==> config.mk <==
export PLATFORM = sky130hd
export DESIGN_NAME = bus_transceiver
export DESIGN_NICKNAME = d
export VERILOG_FILES = /design/src/core/xcvr_pkg.sv /design/src/core/stream_fifo.sv /design/src/core/bus_transceiver.sv
export SDC_FILE = /design/constraint.sdc
export NUM_CORES = 1
export LEC_CHECK = 0
export BUFFER_PORTS_ARGS = -buffer_cell sky130_fd_sc_hd__buf_2
export CORE_ASPECT_RATIO = 1.1
export CORE_MARGIN = 2
export CORE_UTILIZATION = 30
export DETAILED_ROUTE_END_ITERATION = 12
export GPL_ROUTABILITY_DRIVEN = 0
export GPL_TIMING_DRIVEN = 0
export SLEW_MARGIN = 20
export SYNTH_ARGS = -nofsm -noshare
export SYNTH_HDL_FRONTEND = slang
export SYNTH_SLANG_ARGS = --single-unit
export TNS_END_PERCENT = 100
==> constraint.sdc <==
create_clock -name I_CLK_SYS -period 3.1 [get_ports I_CLK_SYS]
set_input_delay 0 -clock I_CLK_SYS [delete_from_list [all_inputs] [get_ports I_CLK_SYS]]
set_output_delay 0 -clock I_CLK_SYS [all_outputs]
set_load 0.005 [all_outputs]
==> src/core/xcvr_pkg.sv <==
package xcvr_pkg;

    // ------------------------------------------------------------
    // Widths
    // ------------------------------------------------------------
    localparam int SECTION_WIDTH = 9;
    localparam int SECTION_COUNT = 2;
    localparam int PATH_WIDTH = SECTION_WIDTH * SECTION_COUNT;
    localparam int FIFO_DEPTH = 16;

    // ------------------------------------------------------------
    // Reset values
    // ------------------------------------------------------------
    localparam logic [PATH_WIDTH-1:0] STORE_RESET = 18'h00000;
    localparam logic [1:0] CE_N_RESET = 2'h3;
    localparam logic OE_N_RESET = 1'b1;
    localparam logic READY_RESET = 1'b0;
    localparam logic CLK_SAMPLE_RESET = 1'b0;

    // ------------------------------------------------------------
    // Per-direction controls
    // ------------------------------------------------------------
    typedef struct packed {
        logic output_enable_n;
        logic [SECTION_COUNT-1:0] capture_enable_n;
    } dir_ctrl_type;

    typedef enum logic [0:0] {
        SIDE_A,
        SIDE_B
    } side_type;

endpackage : xcvr_pkg

==> src/core/stream_fifo.sv <==
`timescale 1ns/1ps

module stream_fifo #(
    parameter int WIDTH = 18,
    parameter int DEPTH = 16
) (
    input wire logic i_clk,
    input wire logic i_reset_n,
    input wire logic i_in_valid,
    output logic o_in_ready,
    input wire logic [WIDTH-1:0] i_in_data,
    output logic o_out_valid,
    input wire logic i_out_ready,
    output logic [WIDTH-1:0] o_out_data
);

    localparam int AW = $clog2(DEPTH);

    logic [WIDTH-1:0] mem [DEPTH];
    logic [AW-1:0] wr_ptr;
    logic [AW-1:0] rd_ptr;
    logic [AW:0] count;
    logic [AW-1:0] next_wr_ptr;
    logic [AW-1:0] next_rd_ptr;
    logic [AW:0] next_count;
    logic push;
    logic pop;

    // ------------------------------------------------------------
    // Pointers
    // ------------------------------------------------------------
    always_comb begin
        push = i_in_valid && (count != (AW+1)'(DEPTH));
        pop = (count != '0) && i_out_ready;
        next_wr_ptr = push ? wr_ptr + 1'b1 : wr_ptr;
        next_rd_ptr = pop ? rd_ptr + 1'b1 : rd_ptr;
        next_count = count + (AW+1)'(push) - (AW+1)'(pop);
    end

    always_ff @(posedge i_clk or negedge i_reset_n) begin
        if (!i_reset_n) begin
            wr_ptr <= '0;
            rd_ptr <= '0;
            count <= '0;
        end else begin
            wr_ptr <= next_wr_ptr;
            rd_ptr <= next_rd_ptr;
            count <= next_count;
        end
    end

    // Storage has no reset; contents are only read once written
    always_ff @(posedge i_clk) begin
        if (push) begin
            mem[wr_ptr] <= i_in_data;
        end
    end

    assign o_in_ready = (count != (AW+1)'(DEPTH));
    assign o_out_valid = (count != '0);
    assign o_out_data = mem[rd_ptr];

endmodule : stream_fifo

==> src/core/bus_transceiver.sv <==
`timescale 1ns/1ps

// What this block does
// - Eighteen bits each way, two nine-bit sections with their own storage.
// - Rising clock edge with capture enable low stores input; output shows it.
// - Capture enable high holds stored value through clock edges.
// - No rising edge means stored level stays on enabled outputs.
// - Output enable high puts outputs in isolation regardless of everything.
// - Output enable low drives stored contents onto the outputs.
// - B-to-A path has its own clock and enables but bypasses the FIFO, storing one cycle sooner.
// - Each nine-bit section captures or holds independently.
module bus_transceiver #(
    parameter int SECTION_WIDTH = xcvr_pkg::SECTION_WIDTH,
    parameter int FIFO_DEPTH = xcvr_pkg::FIFO_DEPTH
) (
    input wire logic I_CLK_SYS,
    input wire logic I_RESET_N,
    input wire logic I_A_TO_B_CLK,
    input wire logic [1:0] I_A_TO_B_CAPTURE_ENABLE_N,
    input wire logic I_A_TO_B_OUTPUT_ENABLE_N,
    input wire logic I_B_TO_A_CLK,
    input wire logic [1:0] I_B_TO_A_CAPTURE_ENABLE_N,
    input wire logic I_B_TO_A_OUTPUT_ENABLE_N,
    input wire logic [2*SECTION_WIDTH-1:0] I_A_IN,
    output logic [2*SECTION_WIDTH-1:0] O_A_OUT,
    output logic O_A_OE_N,
    input wire logic [2*SECTION_WIDTH-1:0] I_B_IN,
    output logic [2*SECTION_WIDTH-1:0] O_B_OUT,
    output logic O_B_OE_N,
    output logic O_A_TO_B_FIFO_READY
);

    localparam int W = 2 * SECTION_WIDTH;

    typedef struct packed {
        logic [W-1:0] data;
        logic [1:0] ce_n;
    } capture_type;

    // ------------------------------------------------------------
    // Edge detection of the direction clocks
    // ------------------------------------------------------------
    logic ab_clk_q;
    logic ba_clk_q;
    logic ab_rise;
    logic ba_rise;

    // Pin clocks are sampled as ordinary synchronous inputs
    always_ff @(posedge I_CLK_SYS or negedge I_RESET_N) begin
        if (!I_RESET_N) begin
            ab_clk_q <= xcvr_pkg::CLK_SAMPLE_RESET;
            ba_clk_q <= xcvr_pkg::CLK_SAMPLE_RESET;
        end else begin
            ab_clk_q <= I_A_TO_B_CLK;
            ba_clk_q <= I_B_TO_A_CLK;
        end
    end

    assign ab_rise = I_A_TO_B_CLK && !ab_clk_q;
    assign ba_rise = I_B_TO_A_CLK && !ba_clk_q;

    // ------------------------------------------------------------
    // A-to-B capture path through the FIFO
    // ------------------------------------------------------------
    capture_type ab_in;
    capture_type ab_out;
    logic ab_in_ready;
    logic ab_out_valid;

    assign ab_in = '{data: I_A_IN, ce_n: I_A_TO_B_CAPTURE_ENABLE_N};

    // Buffering adds latency but keeps edge order; full drops an edge
    stream_fifo #(
        .WIDTH($bits(capture_type)),
        .DEPTH(FIFO_DEPTH)
    ) u_ab_fifo (
        .i_clk(I_CLK_SYS),
        .i_reset_n(I_RESET_N),
        .i_in_valid(ab_rise && (I_A_TO_B_CAPTURE_ENABLE_N != 2'h3)),
        .o_in_ready(ab_in_ready),
        .i_in_data(ab_in),
        .o_out_valid(ab_out_valid),
        .i_out_ready(1'b1),
        .o_out_data(ab_out)
    );

    // ------------------------------------------------------------
    // Storage registers
    // ------------------------------------------------------------
    logic [W-1:0] ab_store;
    logic [W-1:0] ba_store;
    logic [W-1:0] next_ab_store;
    logic [W-1:0] next_ba_store;

    function automatic logic [W-1:0] capture(
        input logic [W-1:0] store,
        input logic [W-1:0] data,
        input logic [1:0] ce_n,
        input logic strobe
    );
        logic [W-1:0] result;
        result = store;
        for (int s = 0; s < 2; s++) begin
            if (strobe && !ce_n[s]) begin
                result[s*SECTION_WIDTH +: SECTION_WIDTH] =
                    data[s*SECTION_WIDTH +: SECTION_WIDTH];
            end
        end
        return result;
    endfunction : capture

    always_comb begin
        next_ab_store = capture(ab_store, ab_out.data, ab_out.ce_n, ab_out_valid);
        next_ba_store = capture(ba_store, I_B_IN, I_B_TO_A_CAPTURE_ENABLE_N,
            ba_rise);
    end

    // Reset constant only stands in for undefined power-up contents
    always_ff @(posedge I_CLK_SYS or negedge I_RESET_N) begin
        if (!I_RESET_N) begin
            ab_store <= xcvr_pkg::STORE_RESET;
            ba_store <= xcvr_pkg::STORE_RESET;
        end else begin
            ab_store <= next_ab_store;
            ba_store <= next_ba_store;
        end
    end

    // ------------------------------------------------------------
    // Output drivers
    // ------------------------------------------------------------
    logic [W-1:0] b_out;
    logic [W-1:0] a_out;
    logic b_oe_n;
    logic a_oe_n;
    logic fifo_ready;

    always_ff @(posedge I_CLK_SYS or negedge I_RESET_N) begin
        if (!I_RESET_N) begin
            b_out <= xcvr_pkg::STORE_RESET;
            a_out <= xcvr_pkg::STORE_RESET;
            b_oe_n <= xcvr_pkg::OE_N_RESET;
            a_oe_n <= xcvr_pkg::OE_N_RESET;
            fifo_ready <= xcvr_pkg::READY_RESET;
        end else begin
            b_out <= next_ab_store;
            a_out <= next_ba_store;
            b_oe_n <= I_A_TO_B_OUTPUT_ENABLE_N;
            a_oe_n <= I_B_TO_A_OUTPUT_ENABLE_N;
            fifo_ready <= ab_in_ready;
        end
    end

    assign O_B_OUT = b_out;
    assign O_A_OUT = a_out;
    assign O_B_OE_N = b_oe_n;
    assign O_A_OE_N = a_oe_n;
    assign O_A_TO_B_FIFO_READY = fifo_ready;

endmodule : bus_transceiver

==> After elaboration in Yosys (flattened, before gate mapping) <==
Memories as Yosys holds them, arrays and structs flattened.
Index checks and enable logic that the tools add are counted.
{ "totals": {"ff_bits": 54, "ramBits": 320, "inputBits": 46, "out_inout_bits": 39, "wordCells": 36, "n_memories": 1} }
{ "classes": {"n_addsub": 4, "n_eq_ne": 2, "muxes": 2, "n_reduce_logical": 15} }
{ "memory_table": {"columns": ["memory", "words", "word_bits", "read_ports", "rd_clocked_by_memory_dff", "write_ports", "line", "text"], "rows": [
  ["u_ab_fifo.mem", 16, 20, 1, 0, 1, "stream_fifo.sv:19", "logic [WIDTH-1:0] mem [DEPTH];"]
]} }
{ "ops": {"columns": ["operator", "n"], "rows": [
  ["4-bit by 1-bit adder with 4-bit output (second input constant)", 2],
  ["1-bit logical AND", 8],
  ["1-bit logical NOT", 6],
  ["5-bit by 1-bit adder with 5-bit output", 1],
  ["5-bit != test (second input constant)", 1],
  ["5-bit nonzero test", 1],
  ["5-bit by 1-bit subtractor with 5-bit output", 1],
  ["1-bit 2-to-1 mux", 2],
  ["2-bit != test (second input constant)", 1]
]} }

==> Depth between registers and ports, before layout <==
{ "depth": {"depth_word": 6, "mapped_depth": 13, "depth_no_buf": 13} }

==> Cells and area by module <==
From an unflattened synthesis, not the netlist that was laid out.
{ "hier_totals": {"cells_unflattened": 753, "area_unflattened_um2": 14594.0} }
{ "modules_own_cells": {"columns": ["mod", "n_inst", "cells_per_inst", "area_each_um2", "seq_area_each_um2"], "rows": [
  ["stream_fifo", 1, 665, 13062.5, 9934.5],
  ["bus_transceiver", 1, 88, 1531.5, 1028.5]
]} }

==> Least setup slack after synthesis <==
Ideal clock, no wire load.
{ "synth_path": {"kind": "register -> register", "startpoint": "reg u_ab_fifo.count[2]", "endpoint": "mem u_ab_fifo.mem[3][0] (netlist name) (enable)", "setup_time_ns": 0.422, "t_arrival_ns": 3.043, "required_ns": 2.678, "setup_slack_ns": -0.365, "path_stages_with_launch": 6, "path_buffers": 0, "period_less_slack_ns": 3.465, "cell_sequence": "dfrtp_1 > inv_1 > ha_1 > a311oi_1 > nand2_1 > nor3_1"} }
{ "synth_via": {"elab_chain_len": 4} }
{ "synth_lines": {"columns": ["item", "line", "text"], "rows": [
  ["start: declaration", "stream_fifo.sv:22", "logic [AW:0] count;"],
  ["start signal: assignment", "stream_fifo.sv:48", "count <= next_count;"],
  ["5-bit != test", "stream_fifo.sv:33", "push = i_in_valid && (count != (AW+1)'(DEPTH));"],
  ["1-bit logical AND", "stream_fifo.sv:33", null],
  ["1-bit 2-to-1 mux", "stream_fifo.sv:54", "if (push) begin"],
  ["1-bit 2-to-1 mux (not written as such)", "stream_fifo.sv:55", "mem[wr_ptr] <= i_in_data;"],
  ["end: declaration", "stream_fifo.sv:19", null]
]} }
Every way passes these cells.

==> Worst setup path after layout <==
{ "layout_path": {"startpoint": "reg u_ab_fifo.rd_ptr[1]", "endpoint": "reg b_out[3] (netlist: O_B_OUT[3])"} }
{ "layout_via": {"elab_chain_len": 3} }
{ "layout_lines": {"columns": ["item", "line", "text"], "rows": [
  ["start: declaration", "stream_fifo.sv:21", "logic [AW-1:0] rd_ptr;"],
  ["start signal: assignment", "stream_fifo.sv:47", "rd_ptr <= next_rd_ptr;"],
  ["memory read 16 x 20 bit (*)", null, null],
  ["1-bit logical NOT", "bus_transceiver.sv:104", "if (strobe && !ce_n[s]) begin"],
  ["1-bit logical AND", "bus_transceiver.sv:104", null],
  ["end signal: assignment", "bus_transceiver.sv:140", "b_out <= xcvr_pkg::STORE_RESET;"],
  ["end signal: assignment", "bus_transceiver.sv:146", "b_out <= next_ab_store;"],
  ["end: declaration", "bus_transceiver.sv:132", "logic [W-1:0] b_out;"]
]} }
Mark *: on every way between the ends. The rest lies on a longest branch, timed or not.
A chain may end at the register's enable or synchronous reset.

==> results.py <==
metrics = {
    "timing": {
        "tightest_slew_ns": 0.980,
        "maxSlewViolCount": 0,
        "hold_ws_ns": 0.00654,
        "rsz0062_at_grt": "no",
        "max_slew_margin_pct": 34.6,
        "setup_violations": 0,
        "hold_violations": 0,
        "fin_ws_ns": 0.0682,
        "clock.fmax_ghz": 0.330,
        "fin_crit_sh_pct": 97.8,
        "fin_crit_ns": 3.03,
        "finClkSkew_ns": 0.0180,
    },
    "pwr": {
        "p_sw_share_pct": 28.6,
        "power.share.clock_pct": 31.0,
        "comb_power_share_pct": 29.7,
        "power_switching_uw": 4440,
        "power.internal_uw": 11100,
        "power_uw": 15500,
        "p_leak_uw": 0.00630,
        "p_per_area_nw_per_um2": 846,
        "vdd_drop_max_v": 0.000346,
        "p_seq_share_pct": 39.3,
    },
    "critical_path": {
        "critical_path_required_ns": 3.55,
        "end_kind": "flop",
        "critical_path_class": "flop to flop",
        "cp_max_fo": 10,
        "cp.arrival_ns": 3.48,
        "start_kind": "flop",
    },
    "synth": {
        "ys_types": 38,
        "syn_inst": 624,
        "synth-seq-cells": 374,
        "synth_nets": 682,
        "ys_warn_count": 0,
        "synthFlopType": "edfxtp_1",
        "synth_edf_count": 320,
        "netlist_area_um2": 14500,
        "synth.avg_cell_area_um2": 23.2,
        "seq_area_frac_synth_pct": 75.8,
        "async_flop_share_pct": 14.4,
    },
    "cells_and_area": {
        "area_growth_pct": 27.0,
        "fin_area_um2": 18400,
        "drive_gt1_share_pct": 37.6,
        "diodes": 0,
        "seq_area_um2": 11000,
        "nFillCells": 4295,
        "nNetsFinal": 900,
        "utilization_pct": 38.5,
        "multi_input_area_um2": 3410,
    },
    "placed_design": {
        "placed_cell_area_um2": 16300,
        "dp_hpwl_mm": 20.3,
        "place_worst_setup_slack_ns": -0.124,
        "port_buffers": 84,
    },
    "cts": {
        "cts_tree": "yes",
        "clkSinkCount": 374,
        "insertion_delay_ns": 0.56,
        "h-tree-depth": 2,
        "cts-root-buf": "clkbuf_16",
        "clk_pin_slew_worst_paths_ns": 0.06,
        "cts_buffers": 41,
        "clockBufferDepth": 3,
    },
    "floorplan": {
        "std_cell_rows": 84,
        "die_w_um": 213,
        "coreArea_um2": 47700,
        "num_io_pins": 85,
        "die_area_um2": 50000,
        "start_util_pct": 30.3,
        "die-height_um": 234,
    },
    "route": {
        "postRouteAntennaNets": 0,
        "via_per_inst": 4.57,
        "drc": 0,
        "num_vias": 6945,
        "wl_mm": 33.1,
        "drtIter0Drc": 547,
        "detail_route.wl_per_cell_um": 21.7,
        "dr.pass1.iters": 7,
    },
    "global_route": {
        "antenna_found_initial": 0,
        "grt_pass1_vias": 7378,
        "grt_usage_pct": 13.5,
        "grt_start_max_net_pins": 47,
        "grt_overflow": 0,
        "grt_pass1_wl_mm": 48.2,
    },
    "worst_hold_path": {
        "min_path_type": "input pin to async pin",
    },
    "outcome": {
        "status": "complete, no violations",
    },
    "flow_run": {
        "maxCapViolCount": 0,
    },
}
## path summary, 6_finish.rpt
| path | endpoint | slack (ns) | cells past startpoint | startpoint |
|---|---|---|---|---|
| min in group I_CLK_SYS | O_A_OE_N$_DFF_PN1_ | 0.09 | 2 | I_B_TO_A_OUTPUT_ENABLE_N |
| worst max-delay path | O_B_OUT[3]$_DFFE_PN0P_ | 0.07 | 6 | u_ab_fifo.rd_ptr[1]$_DFFE_PN0N_ |
| worst min register to register | O_B_OUT[11]$_DFFE_PN0P_ | 0.50 | 1 | O_B_OUT[11]$_DFFE_PN0P_ |
| worst min-delay path | O_A_OUT[17]$_DFFE_PN0P_ | 0.007 | 3 | I_RESET_N |
| worst max register to register | O_B_OUT[3]$_DFFE_PN0P_ | 0.07 | 6 | u_ab_fifo.rd_ptr[1]$_DFFE_PN0N_ |
| max in group asynchronous | O_B_OUT[16]$_DFFE_PN0P_ | 2.21 | 3 | I_RESET_N |
## per-stage QoR
| step | cells | TNS [ns] |
|---|---|---|
| after CTS | 1508 | 0 |
| after floorplan | 624 | 0 |
| final | 1520 | 0 |
| after global routing | 1520 | 0 |
| after detailed placement | 1370 | -0.124 |
| after global placement | 1353 | -441.65 |
## sequential cells by signal, summed over array words and instances, names as in the netlist
name	cells
u_ab_fifo.mem	320
O_A_OUT	18
O_B_OUT	18
u_ab_fifo.count	5
u_ab_fifo.rd_ptr	4
u_ab_fifo.wr_ptr	4
O_A_OE_N	1
O_A_TO_B_FIFO_READY	1
O_B_OE_N	1
ab_clk_q	1
ba_clk_q	1
## final cells by class
cell class / instances / share of cell area (%)
sequential: 374 / 59.7
multi-input combinational: 212 / 18.6
timing repair buffer: 175 / 8.75
clock buffer: 56 / 6.12
tap: 645 / 4.39
clock inverter: 20 / 1.17
buffer: 26 / 1.08
inverter: 12 / 0.245
## synthesized netlist by cell type (3+ instances only)
master / n / share of area, %
a21oi_1: 4 / 0.14
nor3_1: 4 / 0.14
nand2_1: 10 / 0.26
clkbuf_1: 4 / 0.10
mux4_2: 76 / 12
inv_1: 12 / 0.31
edfxtp_1: 320 / 66
dfrtp_1: 52 / 9.0
nor2_1: 15 / 0.39
buf_4: 7 / 0.36
mux4_1: 20 / 3.6
xnor2_1: 8 / 0.48
buf_6: 7 / 0.55
mux2i_1: 4 / 0.28
ha_1: 11 / 0.95
mux2_2: 37 / 2.9
nand2b_1: 4 / 0.17
buf_2: 3 / 0.10
## logic make-up (layout without fill, tap and decap cells)
logic type	Yosys count	in the layout	synth area share (%)
XOR/XNOR	10	10	0.606
adder cells (fa/ha/maj)	12	12	1.09
AND/OR/NAND/NOR	40	40	1.26
flip-flops	374	374	75.8
multiplexers	138	138	18.7
AO/OA/AOI/OAI	12	12	0.822
buffers and inverters	38	289	1.68
## layer usage
| layer | vias to the layer above | part of all wire [%] | wire length, um | GRT usage [%] |
|---|---|---|---|---|
| met5 | - | 0 | 0 | 0 |
| met4 | 0 | 1.9 | 625 | 4.17 |
| met3 | 36 | 4.6 | 1540 | 2.49 |
| met2 | 190 | 53 | 17400 | 24.2 |
| met1 | 3670 | 41 | 13500 | 16.5 |
| li1 | 3049 | - | - | - |
## cell usage in the layout (no fill, tap or decap), types with 4 or more instances in the layout
cell type / instances
dlygate4sd3_1: 62
nor3_4: 4
edfxtp_1: 320
buf_4: 18
clkbuf_16: 42
buf_6: 7
buf_16: 15
nand2b_1: 4
xnor2_1: 8
mux2_2: 37
a21oi_1: 4
buf_2: 86
mux2i_1: 4
mux4_1: 20
nand2_1: 10
inv_1: 12
clkinv_2: 8
nor2_4: 12
clkbuf_1: 16
ha_1: 11
dfrtp_1: 52
mux4_2: 76
## timing repair
item                                    CTS  global route
hold buffers                             62             0
pin swaps                                 0             4
endpoints found under the hold margin   399             0
buffers inserted                          0            12
gates resized for setup                   1             0
endpoints found under the setup margin    1            47
## power groups by stage
| stage | logic, uW | registers [uW] | clock network, uW |
|---|---|---|---|
| floorplan | 3050 | 6180 | 0 |
| global placement | 4370 | 6200 | 0 |
| detailed placement | 4580 | 6210 | 0 |
| CTS | 4710 | 6120 | 4950 |
| global route | 4990 | 6150 | 5120 |
| finish | 4620 | 6110 | 4810 |
## critical path, cell delays in order, from the launching register on
cell and delay [ns]:
dfrtp_1 0.35, clkbuf_1 0.40, buf_6 0.25, clkbuf_1 0.65
mux4_1 0.44, mux4_2 0.54, mux2_2 0.28
Power figures use the tool's default switching activity.
